`config.mk`:
```
export PLATFORM = sky130hd
export DESIGN_NAME = nmch_cmd
export DESIGN_NICKNAME = d
export VERILOG_FILES = /design/src/rtl/nmch_pkg.sv /design/src/rtl/nmch_ctl_if.sv /design/src/rtl/nmch_slv_par.sv /design/src/rtl/nmch_cmd.sv
export SDC_FILE = /design/constraint.sdc
export NUM_CORES = 1
export LEC_CHECK = 0
export ABC_AREA = 1
export BUFFER_PORTS_ARGS = -buffer_cell sky130_fd_sc_hd__buf_2
export CORE_MARGIN = 2
export CORE_UTILIZATION = 40
export CTS_BUF_LIST = sky130_fd_sc_hd__clkbuf_16
export DETAILED_ROUTE_END_ITERATION = 16
export PLACE_DENSITY = 0.64
export RECOVER_POWER = 25
export SKIP_CTS_REPAIR_TIMING = 1
export SLEW_MARGIN = 15
export SYNTH_ARGS = -nofsm -noshare
export SYNTH_HDL_FRONTEND = slang
export SYNTH_SLANG_ARGS = --single-unit
```
`constraint.sdc`:
```
create_clock -name clk_i -period 4.9 [get_ports clk_i]
set_clock_uncertainty 0.1 [all_clocks]
set_input_delay 0.49 -clock clk_i [delete_from_list [all_inputs] [get_ports clk_i]]
set_output_delay 0.49 -clock clk_i [all_outputs]
set_load 0.02 [all_outputs]
```
`src/rtl/nmch_pkg.sv`:
```
// Package of constants and types for the network master command handler
`default_nettype none
package nmch_pkg;
   // ==================================================================
   // Command codes
   localparam logic [15:0] NMCH_CMD_OPEN = 16'h0001;
   localparam logic [15:0] NMCH_CMD_OPEN_EX = 16'h0002;
   localparam logic [15:0] NMCH_CMD_IO_START = 16'h1001;
   localparam logic [15:0] NMCH_CMD_IO_STOP = 16'h1002;
   localparam logic [15:0] NMCH_CMD_CYC_STOP = 16'h1003;
   localparam logic [15:0] NMCH_CMD_STAT_RD = 16'h2001;
   localparam logic [15:0] NMCH_CMD_STAT_CLR = 16'h2002;
   // ==================================================================
   // Response codes
   localparam logic [15:0] NMCH_RSP_OK = 16'h0000;
   localparam logic [15:0] NMCH_RSP_HW_BASE = 16'h8100;
   localparam logic [15:0] NMCH_RSP_NOCHG = 16'h8101;
   localparam logic [15:0] NMCH_RSP_HW_MAX = 16'h8109;
   localparam logic [15:0] NMCH_RSP_FMT = 16'hC000;
   localparam logic [15:0] NMCH_RSP_BADCMD = 16'hC0FF;
   // ==================================================================
   // Slave parameter area, word offsets
   localparam logic [15:0] NMCH_OFS_SLV_REQ_MON = 16'h469C;
   localparam logic [15:0] NMCH_OFS_SLV_IO_TMO = 16'h469D;
   localparam logic [15:0] NMCH_SLV_REQ_MON_RST = 16'h0000;
   localparam logic [15:0] NMCH_SLV_IO_TMO_RST = 16'h0000;
   // Defaults and limits, in ms
   localparam logic [15:0] NMCH_REQ_MON_DEF_MS = 16'h07D0; // 2000 ms
   localparam logic [15:0] NMCH_IO_TMO_FAST_MS = 16'h0032; // 50 ms
   localparam logic [15:0] NMCH_IO_TMO_SLOW_MS = 16'h00A3; // 163 ms
   // ==================================================================
   // Extended open argument bits
   localparam int NMCH_FN_STOP_ERR = 0;
   localparam int NMCH_FN_MAN_IO = 1;
   localparam int NMCH_FN_CLR_IN = 2;
   localparam int NMCH_FN_REG_TBL = 8;
   localparam int NMCH_FN_LOGIC = 9;
   localparam int NMCH_FN_NET_PAR = 10;
   localparam int NMCH_FN_SLV_PAR = 11;
   localparam logic [15:0] NMCH_FN_LEGAL = 16'h0F07;
   localparam logic [15:0] NMCH_FMT_BASIC = 16'h0003;
   localparam logic [15:0] NMCH_CLR_LEGAL = 16'h0860;
   localparam logic [15:0] NMCH_RD_LEGAL = 16'h4FFF;
   // Data rate codes
   localparam logic [1:0] NMCH_RATE_93K = 2'h3;
   // Cycles of internal execution for one command
   localparam int NMCH_EXEC_CYC = 2;
   // ==================================================================
   // Handler states
   typedef enum logic [3:0] {
      NMCH_IDLE = 4'b0001,
      NMCH_EXEC = 4'b0010,
      NMCH_WAIT = 4'b0100,
      NMCH_DONE = 4'b1000
   } nmch_state_t;
endpackage : nmch_pkg
`default_nettype wire

```
`src/rtl/nmch_ctl_if.sv`:
```
// Interface carrying decoded command effects between handler modules
`timescale 1ns/1ns
`default_nettype none
interface nmch_ctl_if;
   logic sys_open;
   logic cyc_run;
   logic io_run;
   logic slv_par_en;
   logic [1:0] rate;
   logic [15:0] req_mon_raw;
   logic [15:0] io_tmo_raw;
   logic [15:0] req_mon_eff;
   logic [15:0] io_tmo_eff;
   modport ctl (output sys_open, cyc_run, io_run, slv_par_en, rate,
      req_mon_raw, io_tmo_raw, input req_mon_eff, io_tmo_eff);
   modport par (input sys_open, cyc_run, io_run, slv_par_en, rate,
      req_mon_raw, io_tmo_raw, output req_mon_eff, io_tmo_eff);
endinterface : nmch_ctl_if
`default_nettype wire

```
`src/rtl/nmch_slv_par.sv`:
```
// Effective slave parameter values handed to remote units
`timescale 1ns/1ns
`default_nettype none
module nmch_slv_par
   import nmch_pkg::*;
(
   // Clock and reset
   input wire logic clk_i,
   input wire logic nrst_i,
   // Control carrier
   nmch_ctl_if.par ctl
);
   // ==================================================================
   // Range limit for the link rate in use
   logic [15:0] io_max;
   logic [15:0] req_d;
   logic [15:0] io_d;
   logic [15:0] req_q;
   logic [15:0] io_q;
   assign io_max = (ctl.rate == NMCH_RATE_93K) ? NMCH_IO_TMO_SLOW_MS
                                               : NMCH_IO_TMO_FAST_MS;
   // Zero picks the default monitoring time
   always_comb begin
      req_d = (ctl.req_mon_raw == 16'h0000) ? NMCH_REQ_MON_DEF_MS
                                            : ctl.req_mon_raw;
      if (ctl.io_tmo_raw == 16'h0000 || ctl.io_tmo_raw > io_max) begin
         io_d = io_max;
      end else begin
         io_d = ctl.io_tmo_raw;
      end
   end
   // Latched only while the area is enabled, so stale writes stay out
   always_ff @(posedge clk_i or negedge nrst_i) begin
      if (!nrst_i) begin
         req_q <= NMCH_REQ_MON_DEF_MS;
         io_q <= NMCH_IO_TMO_FAST_MS;
      end else if (ctl.slv_par_en) begin
         req_q <= req_d;
         io_q <= io_d;
      end
   end
   assign ctl.req_mon_eff = req_q;
   assign ctl.io_tmo_eff = io_q;
endmodule : nmch_slv_par
`default_nettype wire

```
`src/rtl/nmch_cmd.sv`:
```
// Top: command interpreter of the network master board
// ==================================================================
`timescale 1ns/1ns
`default_nettype none
module nmch_cmd
   import nmch_pkg::*;
(
   // Clock and reset
   input wire logic clk_i,
   input wire logic nrst_i,
   // Command mailbox from host
   input wire logic cmd_valid_i,
   input wire logic [15:0] cmd_code_i,
   input wire logic [15:0] cmd_arg_i,
   output logic cmd_busy_o,
   output logic rsp_valid_o,
   output logic [15:0] rsp_code_o,
   // Shared-memory slave parameter words
   input wire logic par_we_i,
   input wire logic [15:0] par_addr_i,
   input wire logic [15:0] par_wdata_i,
   output logic [15:0] par_rdata_o,
   // Setting area checks from the board
   input wire logic [15:0] area_fmt_err_i,
   input wire logic [1:0] rate_i,
   input wire logic [3:0] hw_fault_i,
   // Network control outputs
   output logic cyc_run_o,
   output logic io_run_o,
   output logic [15:0] fn_en_o,
   output logic stat_copy_o,
   output logic stat_clr_o,
   output logic [15:0] stat_sel_o,
   // Values passed to remote units
   output logic [15:0] req_mon_ms_o,
   output logic [15:0] io_tmo_ms_o,
   output logic [17:0] io_tmo_remote_ms_o
);
   // ==================================================================
   // Declarations
   nmch_ctl_if ctl ();
   nmch_state_t state_q;
   logic [15:0] code_q;
   logic [15:0] arg_q;
   logic [15:0] rsp_q;
   logic rsp_valid_q;
   logic [1:0] exec_cnt_q;
   logic sys_open_q;
   logic cyc_run_q;
   logic cyc_dead_q;
   logic io_run_q;
   logic [15:0] fn_q;
   logic [15:0] req_raw_q;
   logic [15:0] io_raw_q;
   logic slv_apply_q;
   logic stat_copy_q;
   logic stat_clr_q;
   logic [15:0] stat_sel_q;
   logic [15:0] rsp_d;
   logic apply;

   // Lowest set error bit among the areas the command checks
   function automatic logic [15:0] fmt_code(input logic [15:0] err);
      logic [15:0] r;
      r = NMCH_RSP_OK;
      for (int i = 15; i >= 0; i--) begin
         if (err[i]) begin
            r = NMCH_RSP_FMT + 16'(i);
         end
      end
      return r;
   endfunction : fmt_code

   // Hardware fault index maps into 0x8101..0x8109
   function automatic logic [15:0] hw_code(input logic [3:0] f);
      logic [3:0] c;
      c = (f > 4'h9) ? 4'h9 : f;
      return NMCH_RSP_HW_BASE + {12'h000, c};
   endfunction : hw_code

   // ==================================================================
   // Response decision, evaluated once the command is latched
   always_comb begin
      logic [15:0] chk;
      chk = 16'h0000;
      rsp_d = NMCH_RSP_OK;
      unique case (code_q)
         NMCH_CMD_OPEN: begin
            // Basic open checks table and rate only
            chk = area_fmt_err_i & NMCH_FMT_BASIC;
            if (hw_fault_i != 4'h0) begin
               rsp_d = hw_code(hw_fault_i);
            end else if (chk != 16'h0000) begin
               rsp_d = fmt_code(chk);
            end else if (arg_q != 16'h0000) begin
               rsp_d = NMCH_RSP_FMT;
            end
         end
         NMCH_CMD_OPEN_EX: begin
            // Optional areas checked only when enabled
            chk = area_fmt_err_i & (NMCH_FMT_BASIC | (arg_q & 16'h0F00));
            if (hw_fault_i != 4'h0) begin
               rsp_d = hw_code(hw_fault_i);
            end else if (chk != 16'h0000) begin
               rsp_d = fmt_code(chk);
            end else if ((arg_q & ~NMCH_FN_LEGAL) != 16'h0000) begin
               rsp_d = fmt_code(arg_q & ~NMCH_FN_LEGAL);
            end
         end
         NMCH_CMD_IO_START: begin
            if (!cyc_run_q || io_run_q) begin
               rsp_d = NMCH_RSP_NOCHG;
            end
         end
         NMCH_CMD_IO_STOP: begin
            if (!cyc_run_q || !io_run_q) begin
               rsp_d = NMCH_RSP_NOCHG;
            end
         end
         NMCH_CMD_CYC_STOP: begin
            if (!cyc_run_q) begin
               rsp_d = NMCH_RSP_NOCHG;
            end
         end
         NMCH_CMD_STAT_RD: begin
            if ((arg_q & ~NMCH_RD_LEGAL) != 16'h0000) begin
               rsp_d = fmt_code(arg_q & ~NMCH_RD_LEGAL);
            end
         end
         NMCH_CMD_STAT_CLR: begin
            if ((arg_q & ~NMCH_CLR_LEGAL) != 16'h0000) begin
               rsp_d = fmt_code(arg_q & ~NMCH_CLR_LEGAL);
            end
         end
         default: rsp_d = NMCH_RSP_BADCMD;
      endcase
   end

   // Effects take place in the cycle the state leaves EXEC
   assign apply = (state_q == NMCH_EXEC) && (rsp_d == NMCH_RSP_OK);

   // ==================================================================
   // Sequencer: one command at a time, answer after effects
   always_ff @(posedge clk_i or negedge nrst_i) begin
      if (!nrst_i) begin
         state_q <= NMCH_IDLE;
         code_q <= 16'h0000;
         arg_q <= 16'h0000;
         exec_cnt_q <= 2'h0;
      end else begin
         unique case (state_q)
            NMCH_IDLE: begin
               if (cmd_valid_i) begin
                  code_q <= cmd_code_i;
                  arg_q <= cmd_arg_i;
                  state_q <= NMCH_EXEC;
               end
            end
            NMCH_EXEC: begin
               exec_cnt_q <= 2'(NMCH_EXEC_CYC);
               state_q <= NMCH_WAIT;
            end
            NMCH_WAIT: begin
               // Lets the effects settle before the host sees an answer
               if (exec_cnt_q == 2'h1) begin
                  state_q <= NMCH_DONE;
               end
               exec_cnt_q <= exec_cnt_q - 2'h1;
            end
            NMCH_DONE: state_q <= NMCH_IDLE;
         endcase
      end
   end

   // Response register, captured in EXEC and published in DONE
   always_ff @(posedge clk_i or negedge nrst_i) begin
      if (!nrst_i) begin
         rsp_q <= NMCH_RSP_OK;
         rsp_valid_q <= 1'b0;
      end else begin
         if (state_q == NMCH_EXEC) begin
            rsp_q <= rsp_d;
         end
         rsp_valid_q <= (state_q == NMCH_WAIT) && (exec_cnt_q == 2'h1);
      end
   end

   // ==================================================================
   // System and communications state
   always_ff @(posedge clk_i or negedge nrst_i) begin
      if (!nrst_i) begin
         sys_open_q <= 1'b0;
         cyc_run_q <= 1'b0;
         cyc_dead_q <= 1'b0;
         io_run_q <= 1'b0;
         fn_q <= 16'h0000;
      end else if (apply) begin
         unique case (code_q)
            NMCH_CMD_OPEN: begin
               if (!cyc_dead_q) begin
                  sys_open_q <= 1'b1;
                  cyc_run_q <= 1'b1;
                  io_run_q <= 1'b1;
                  fn_q <= 16'h0000;
               end
            end
            NMCH_CMD_OPEN_EX: begin
               if (!cyc_dead_q) begin
                  sys_open_q <= 1'b1;
                  cyc_run_q <= 1'b1;
                  fn_q <= arg_q;
                  // Manual startup holds I/O until a start command
                  io_run_q <= ~arg_q[NMCH_FN_MAN_IO];
               end
            end
            NMCH_CMD_IO_START: io_run_q <= 1'b1;
            NMCH_CMD_IO_STOP: io_run_q <= 1'b0;
            NMCH_CMD_CYC_STOP: begin
               // Only reset brings the cycles back
               cyc_run_q <= 1'b0;
               io_run_q <= 1'b0;
               cyc_dead_q <= 1'b1;
            end
            default: ;
         endcase
      end
   end

   // ==================================================================
   // Status copy and clear strobes
   always_ff @(posedge clk_i or negedge nrst_i) begin
      if (!nrst_i) begin
         stat_copy_q <= 1'b0;
         stat_clr_q <= 1'b0;
         stat_sel_q <= 16'h0000;
      end else begin
         stat_copy_q <= apply && (code_q == NMCH_CMD_STAT_RD);
         stat_clr_q <= apply && (code_q == NMCH_CMD_STAT_CLR);
         if (apply) begin
            stat_sel_q <= arg_q;
         end
      end
   end

   // ==================================================================
   // Slave parameter words in shared memory
   always_ff @(posedge clk_i or negedge nrst_i) begin
      if (!nrst_i) begin
         req_raw_q <= NMCH_SLV_REQ_MON_RST;
         io_raw_q <= NMCH_SLV_IO_TMO_RST;
         slv_apply_q <= 1'b0;
      end else begin
         if (par_we_i && par_addr_i == NMCH_OFS_SLV_REQ_MON) begin
            req_raw_q <= par_wdata_i;
         end
         if (par_we_i && par_addr_i == NMCH_OFS_SLV_IO_TMO) begin
            io_raw_q <= par_wdata_i;
         end
         // One-cycle apply on a successful extended open with bit 11
         slv_apply_q <= apply && (code_q == NMCH_CMD_OPEN_EX)
                        && arg_q[NMCH_FN_SLV_PAR];
      end
   end

   // Readback of the parameter words, zero elsewhere
   always_comb begin
      par_rdata_o = 16'h0000;
      if (par_addr_i == NMCH_OFS_SLV_REQ_MON) begin
         par_rdata_o = req_raw_q;
      end else if (par_addr_i == NMCH_OFS_SLV_IO_TMO) begin
         par_rdata_o = io_raw_q;
      end
   end

   // ==================================================================
   // Carrier to the parameter limiter
   assign ctl.sys_open = sys_open_q;
   assign ctl.cyc_run = cyc_run_q;
   assign ctl.io_run = io_run_q;
   assign ctl.slv_par_en = slv_apply_q;
   assign ctl.rate = rate_i;
   assign ctl.req_mon_raw = req_raw_q;
   assign ctl.io_tmo_raw = io_raw_q;

   nmch_slv_par u_slv_par (
      .clk_i(clk_i),
      .nrst_i(nrst_i),
      .ctl(ctl)
   );

   // ==================================================================
   // Outputs
   assign cmd_busy_o = (state_q != NMCH_IDLE);
   assign rsp_valid_o = rsp_valid_q;
   assign rsp_code_o = rsp_q;
   assign cyc_run_o = cyc_run_q;
   assign io_run_o = io_run_q;
   assign fn_en_o = fn_q;
   assign stat_copy_o = stat_copy_q;
   assign stat_clr_o = stat_clr_q;
   assign stat_sel_o = stat_sel_q;
   assign req_mon_ms_o = ctl.req_mon_eff;
   assign io_tmo_ms_o = ctl.io_tmo_eff;
   // Remote units time out at four times the set value
   assign io_tmo_remote_ms_o = {ctl.io_tmo_eff, 2'b00};
endmodule : nmch_cmd
`default_nettype wire

```
==> out/results.ini <==
[grt]
antenna_found_initial=0
globalRouteOverflowTotal=0
grt_max_degree=63
grt_use_total_pct=19.2
grt_first_pass_wirelength_um=28000
grt_pass1_vias=5660

[job]
maxCapViolations=0

[synth]
syn_area_um2=7110
yosysTopAreaCell=dfrtp_1
yosys_warnings=0
synth_top_area_share_pct=48.9
synth_area_leaders=dfrtp_1 49%, nand2_1 10%, inv_1 5.2%
synth.avg_cell_area_um2=8.45
yosysUniqueCellTypes=38
synth_seq_cells=149
syn_inst=842
synth_seq_area_share_pct=52.6

[floorplanning]
initial_core_util_pct=41.0
rows=48
dieArea_um2=18900
die-height_um=137
die_x_um=137
boundaryPins=210
core_um2=17400

[detailed_routing]
via_per_inst=4.70
route.detailed.drc=0
avgRoutedWirePerCell_um=13.8
num_vias=5884
first_iter_violations=196
first_pass_iters=4
drt_wl_total_um=17300
ant_nets=0

[setup_path]
crit_chain=buf_2, inv_1, nand2_1, nor4_1, nand2_1, nor2_1, inv_1, o22ai_1, buf_2
cp_slowest_cell=nor2_1
start_kind=input port
cp_slowest_stage_delay_ns=0.60
worst_ep_required_time_ns=4.31
cp_top_family=simple AND/OR/NAND/NOR gates
path_buf_inv=4
cp.arrival_ns=2.50
critPathMaxFanout=11
path_class=input port to output port
endpoint_kind=output port

[power]
pwr-share-seq_pct=46.2
clkPwrFrac_pct=38.6
p_sw_uw=930
powerDensity_nw_per_um2=364
netSwitchingFraction_pct=29.7
combPwrFrac_pct=15.1
p_int_mw=2.20
vdd_ir_drop_max_mv=0.256
leakagePower_nw=4.46

[cts]
cts.path.max_buffers=2
path_clk_slew_ns=0.06
root_buffer=clkbuf_16
cts_tree=yes
cts_buffers=17
htree_levels=4
clkLatencyLatePin_ns=0.42
clock-sinks=149

[sta]
tightest_slew_ns=1.16
rsz0062_at_grt=no
maxSlewViolCount=0
fin_crit_sh_pct=63.0
min_period_ns=3.09
finalSetupViolCount=0
setup_tns_ns=0
fmax_mhz=324
relSlewSlack_pct=22.4
hold_viol=0

[layout]
diodes=0
layout_commonest_cell=nand2_1
n_fill_cell=1765
fin_area_um2=8610
syn_to_final_growth_pct=21.0
mostFrequentLayoutCells=190 x nand2_1, 166 x buf_2, 139 x dfrtp_1, 100 x inv_1, 99 x nor2_1
final_nets=1109
final_layout_size_suffix_gt1_share_pct=26.9

[place]
io_buffers=192
gp_congestion=0.875
place_area_um2=8100
place_hpwl_um=12800

[worst_hold_path]
worstHoldPathType=input port to flop

[outcome]
status=finished, final reports clean

==> synthesized netlist by cell type <==
library cell,count
dfstp_2,10
buf_6,1
buf_8,3
o211ai_1,2
nand2_2,26
nand3_1,30
nor4_1,9
conb_1,1
o31ai_1,4
a31oi_1,9
o21ai_1,7
inv_2,3
o21ai_0,60
nand2_4,1
nor2_2,8
o21a_1,1
nand2_1,190
buf_4,26
nor2_4,5
a21oi_1,28
clkinv_1,1
o22ai_1,11
nand3b_1,1
o21ai_2,10
or2_2,1
buf_2,1
inv_1,99
o221ai_1,1
clkbuf_1,17
nand4_1,5
nor3_2,1
a21boi_0,9
nor3_1,6
ha_1,4
nor2_1,99
dfrtp_1,139
buf_1,1
mux2_2,12
==> sequential cells by signal, indices dropped and copies added (netlist names) <==
register,flops
arg_q,16
exec_cnt_q,2
ctl.io_tmo_raw,16
code_q,16
rsp_code_o,8
state_q,4
stat_sel_o,16
cyc_dead_q,1
cyc_run_o,1
ctl.slv_par_en,1
stat_copy_o,1
u_slv_par.ctl.req_mon_eff,16
fn_en_o,16
stat_clr_o,1
io_run_o,1
rsp_valid_o,1
u_slv_par.ctl.io_tmo_eff,16
ctl.req_mon_raw,16
==> power groups by stage <==
stage / clock (mW) / sequential (mW) / combinational (mW)
3_3_place_gp: 0 / 1.46 / 0.473
5_1_grt: 1.29 / 1.46 / 0.546
4_1_cts: 1.24 / 1.45 / 0.484
6_report: 1.21 / 1.45 / 0.474
3_5_place_dp: 0 / 1.47 / 0.483
2_1_floorplan: 0 / 1.47 / 0.306
==> metal layers <==
layer	share of wire, %	global-route usage [%]
met1	44	23.6
met2	48	32.8
met3	5.2	4.42
met4	2.2	6.93
met5	0	0
==> per-stage QoR <==
step,power [mW],util (%),worst slack [ns],hold slack [ns],cells
6_report,3.13,49.6,1.81,0.197,1252
5_1_grt,3.29,49.6,1.55,0.185,1252
4_1_cts,3.18,49.7,1.81,-0.0385,1251
3_5_place_dp,1.95,46.6,1.73,0.363,1220
3_3_place_gp,1.94,46.6,1.75,0.361,1220
2_1_floorplan,1.78,-,2.47,0.0944,848
==> area by class of cell <==
| type | instances | area, µm² | share of cell area, % |
|---|---|---|---|
| multi-input combinational | 547 | 2690 | 31.2 |
| timing repair buffer | 197 | 972 | 11.3 |
| tap | 225 | 282 | 3.27 |
| clock buffer | 17 | 425 | 4.94 |
| inverter | 103 | 387 | 4.49 |
| clock inverter | 14 | 113 | 1.31 |
| sequential | 149 | 3740 | 43.5 |
==> cells by family (layout without fill, tap and decap cells) <==
group | Yosys count | count (layout) | synth area share (%)
adder cells (fa/ha/maj) | 4 | 4 | 0.704
AND/OR/NAND/NOR | 382 | 382 | 23.3
other | 1 | 7 | 0.0527
AO/OA/AOI/OAI | 142 | 142 | 11.5
buffers and inverters | 152 | 331 | 9.99
flip-flops | 149 | 149 | 52.6
multiplexers | 12 | 12 | 1.90
==> path summary, 6_finish.rpt <==
| path | from | to | slack, ns | depth (start not counted) |
|---|---|---|---|---|
| min in group asynchronous | nrst_i | ctl.req_mon_raw[0]$_DFFE_PN0P_ | 0.52 | 2 |
| max | par_addr_i[15] | par_rdata_o[3] | 1.81 | 9 |
| min | cmd_code_i[9] | code_q[9]$_DFFE_PN0P_ | 0.20 | 2 |
| max reg2reg | state_q[3]$_DFFE_PN0P_ | fn_en_o[8]$_DFFE_PN0P_ | 2.17 | 8 |
| min reg2reg | rsp_code_o[1]$_DFFE_PN0N_ | rsp_code_o[1]$_DFFE_PN0N_ | 0.38 | 2 |
| max in group asynchronous | nrst_i | code_q[1]$_DFFE_PN0P_ | 3.18 | 3 |
Note: power is estimated with default switching activity, not from simulation.
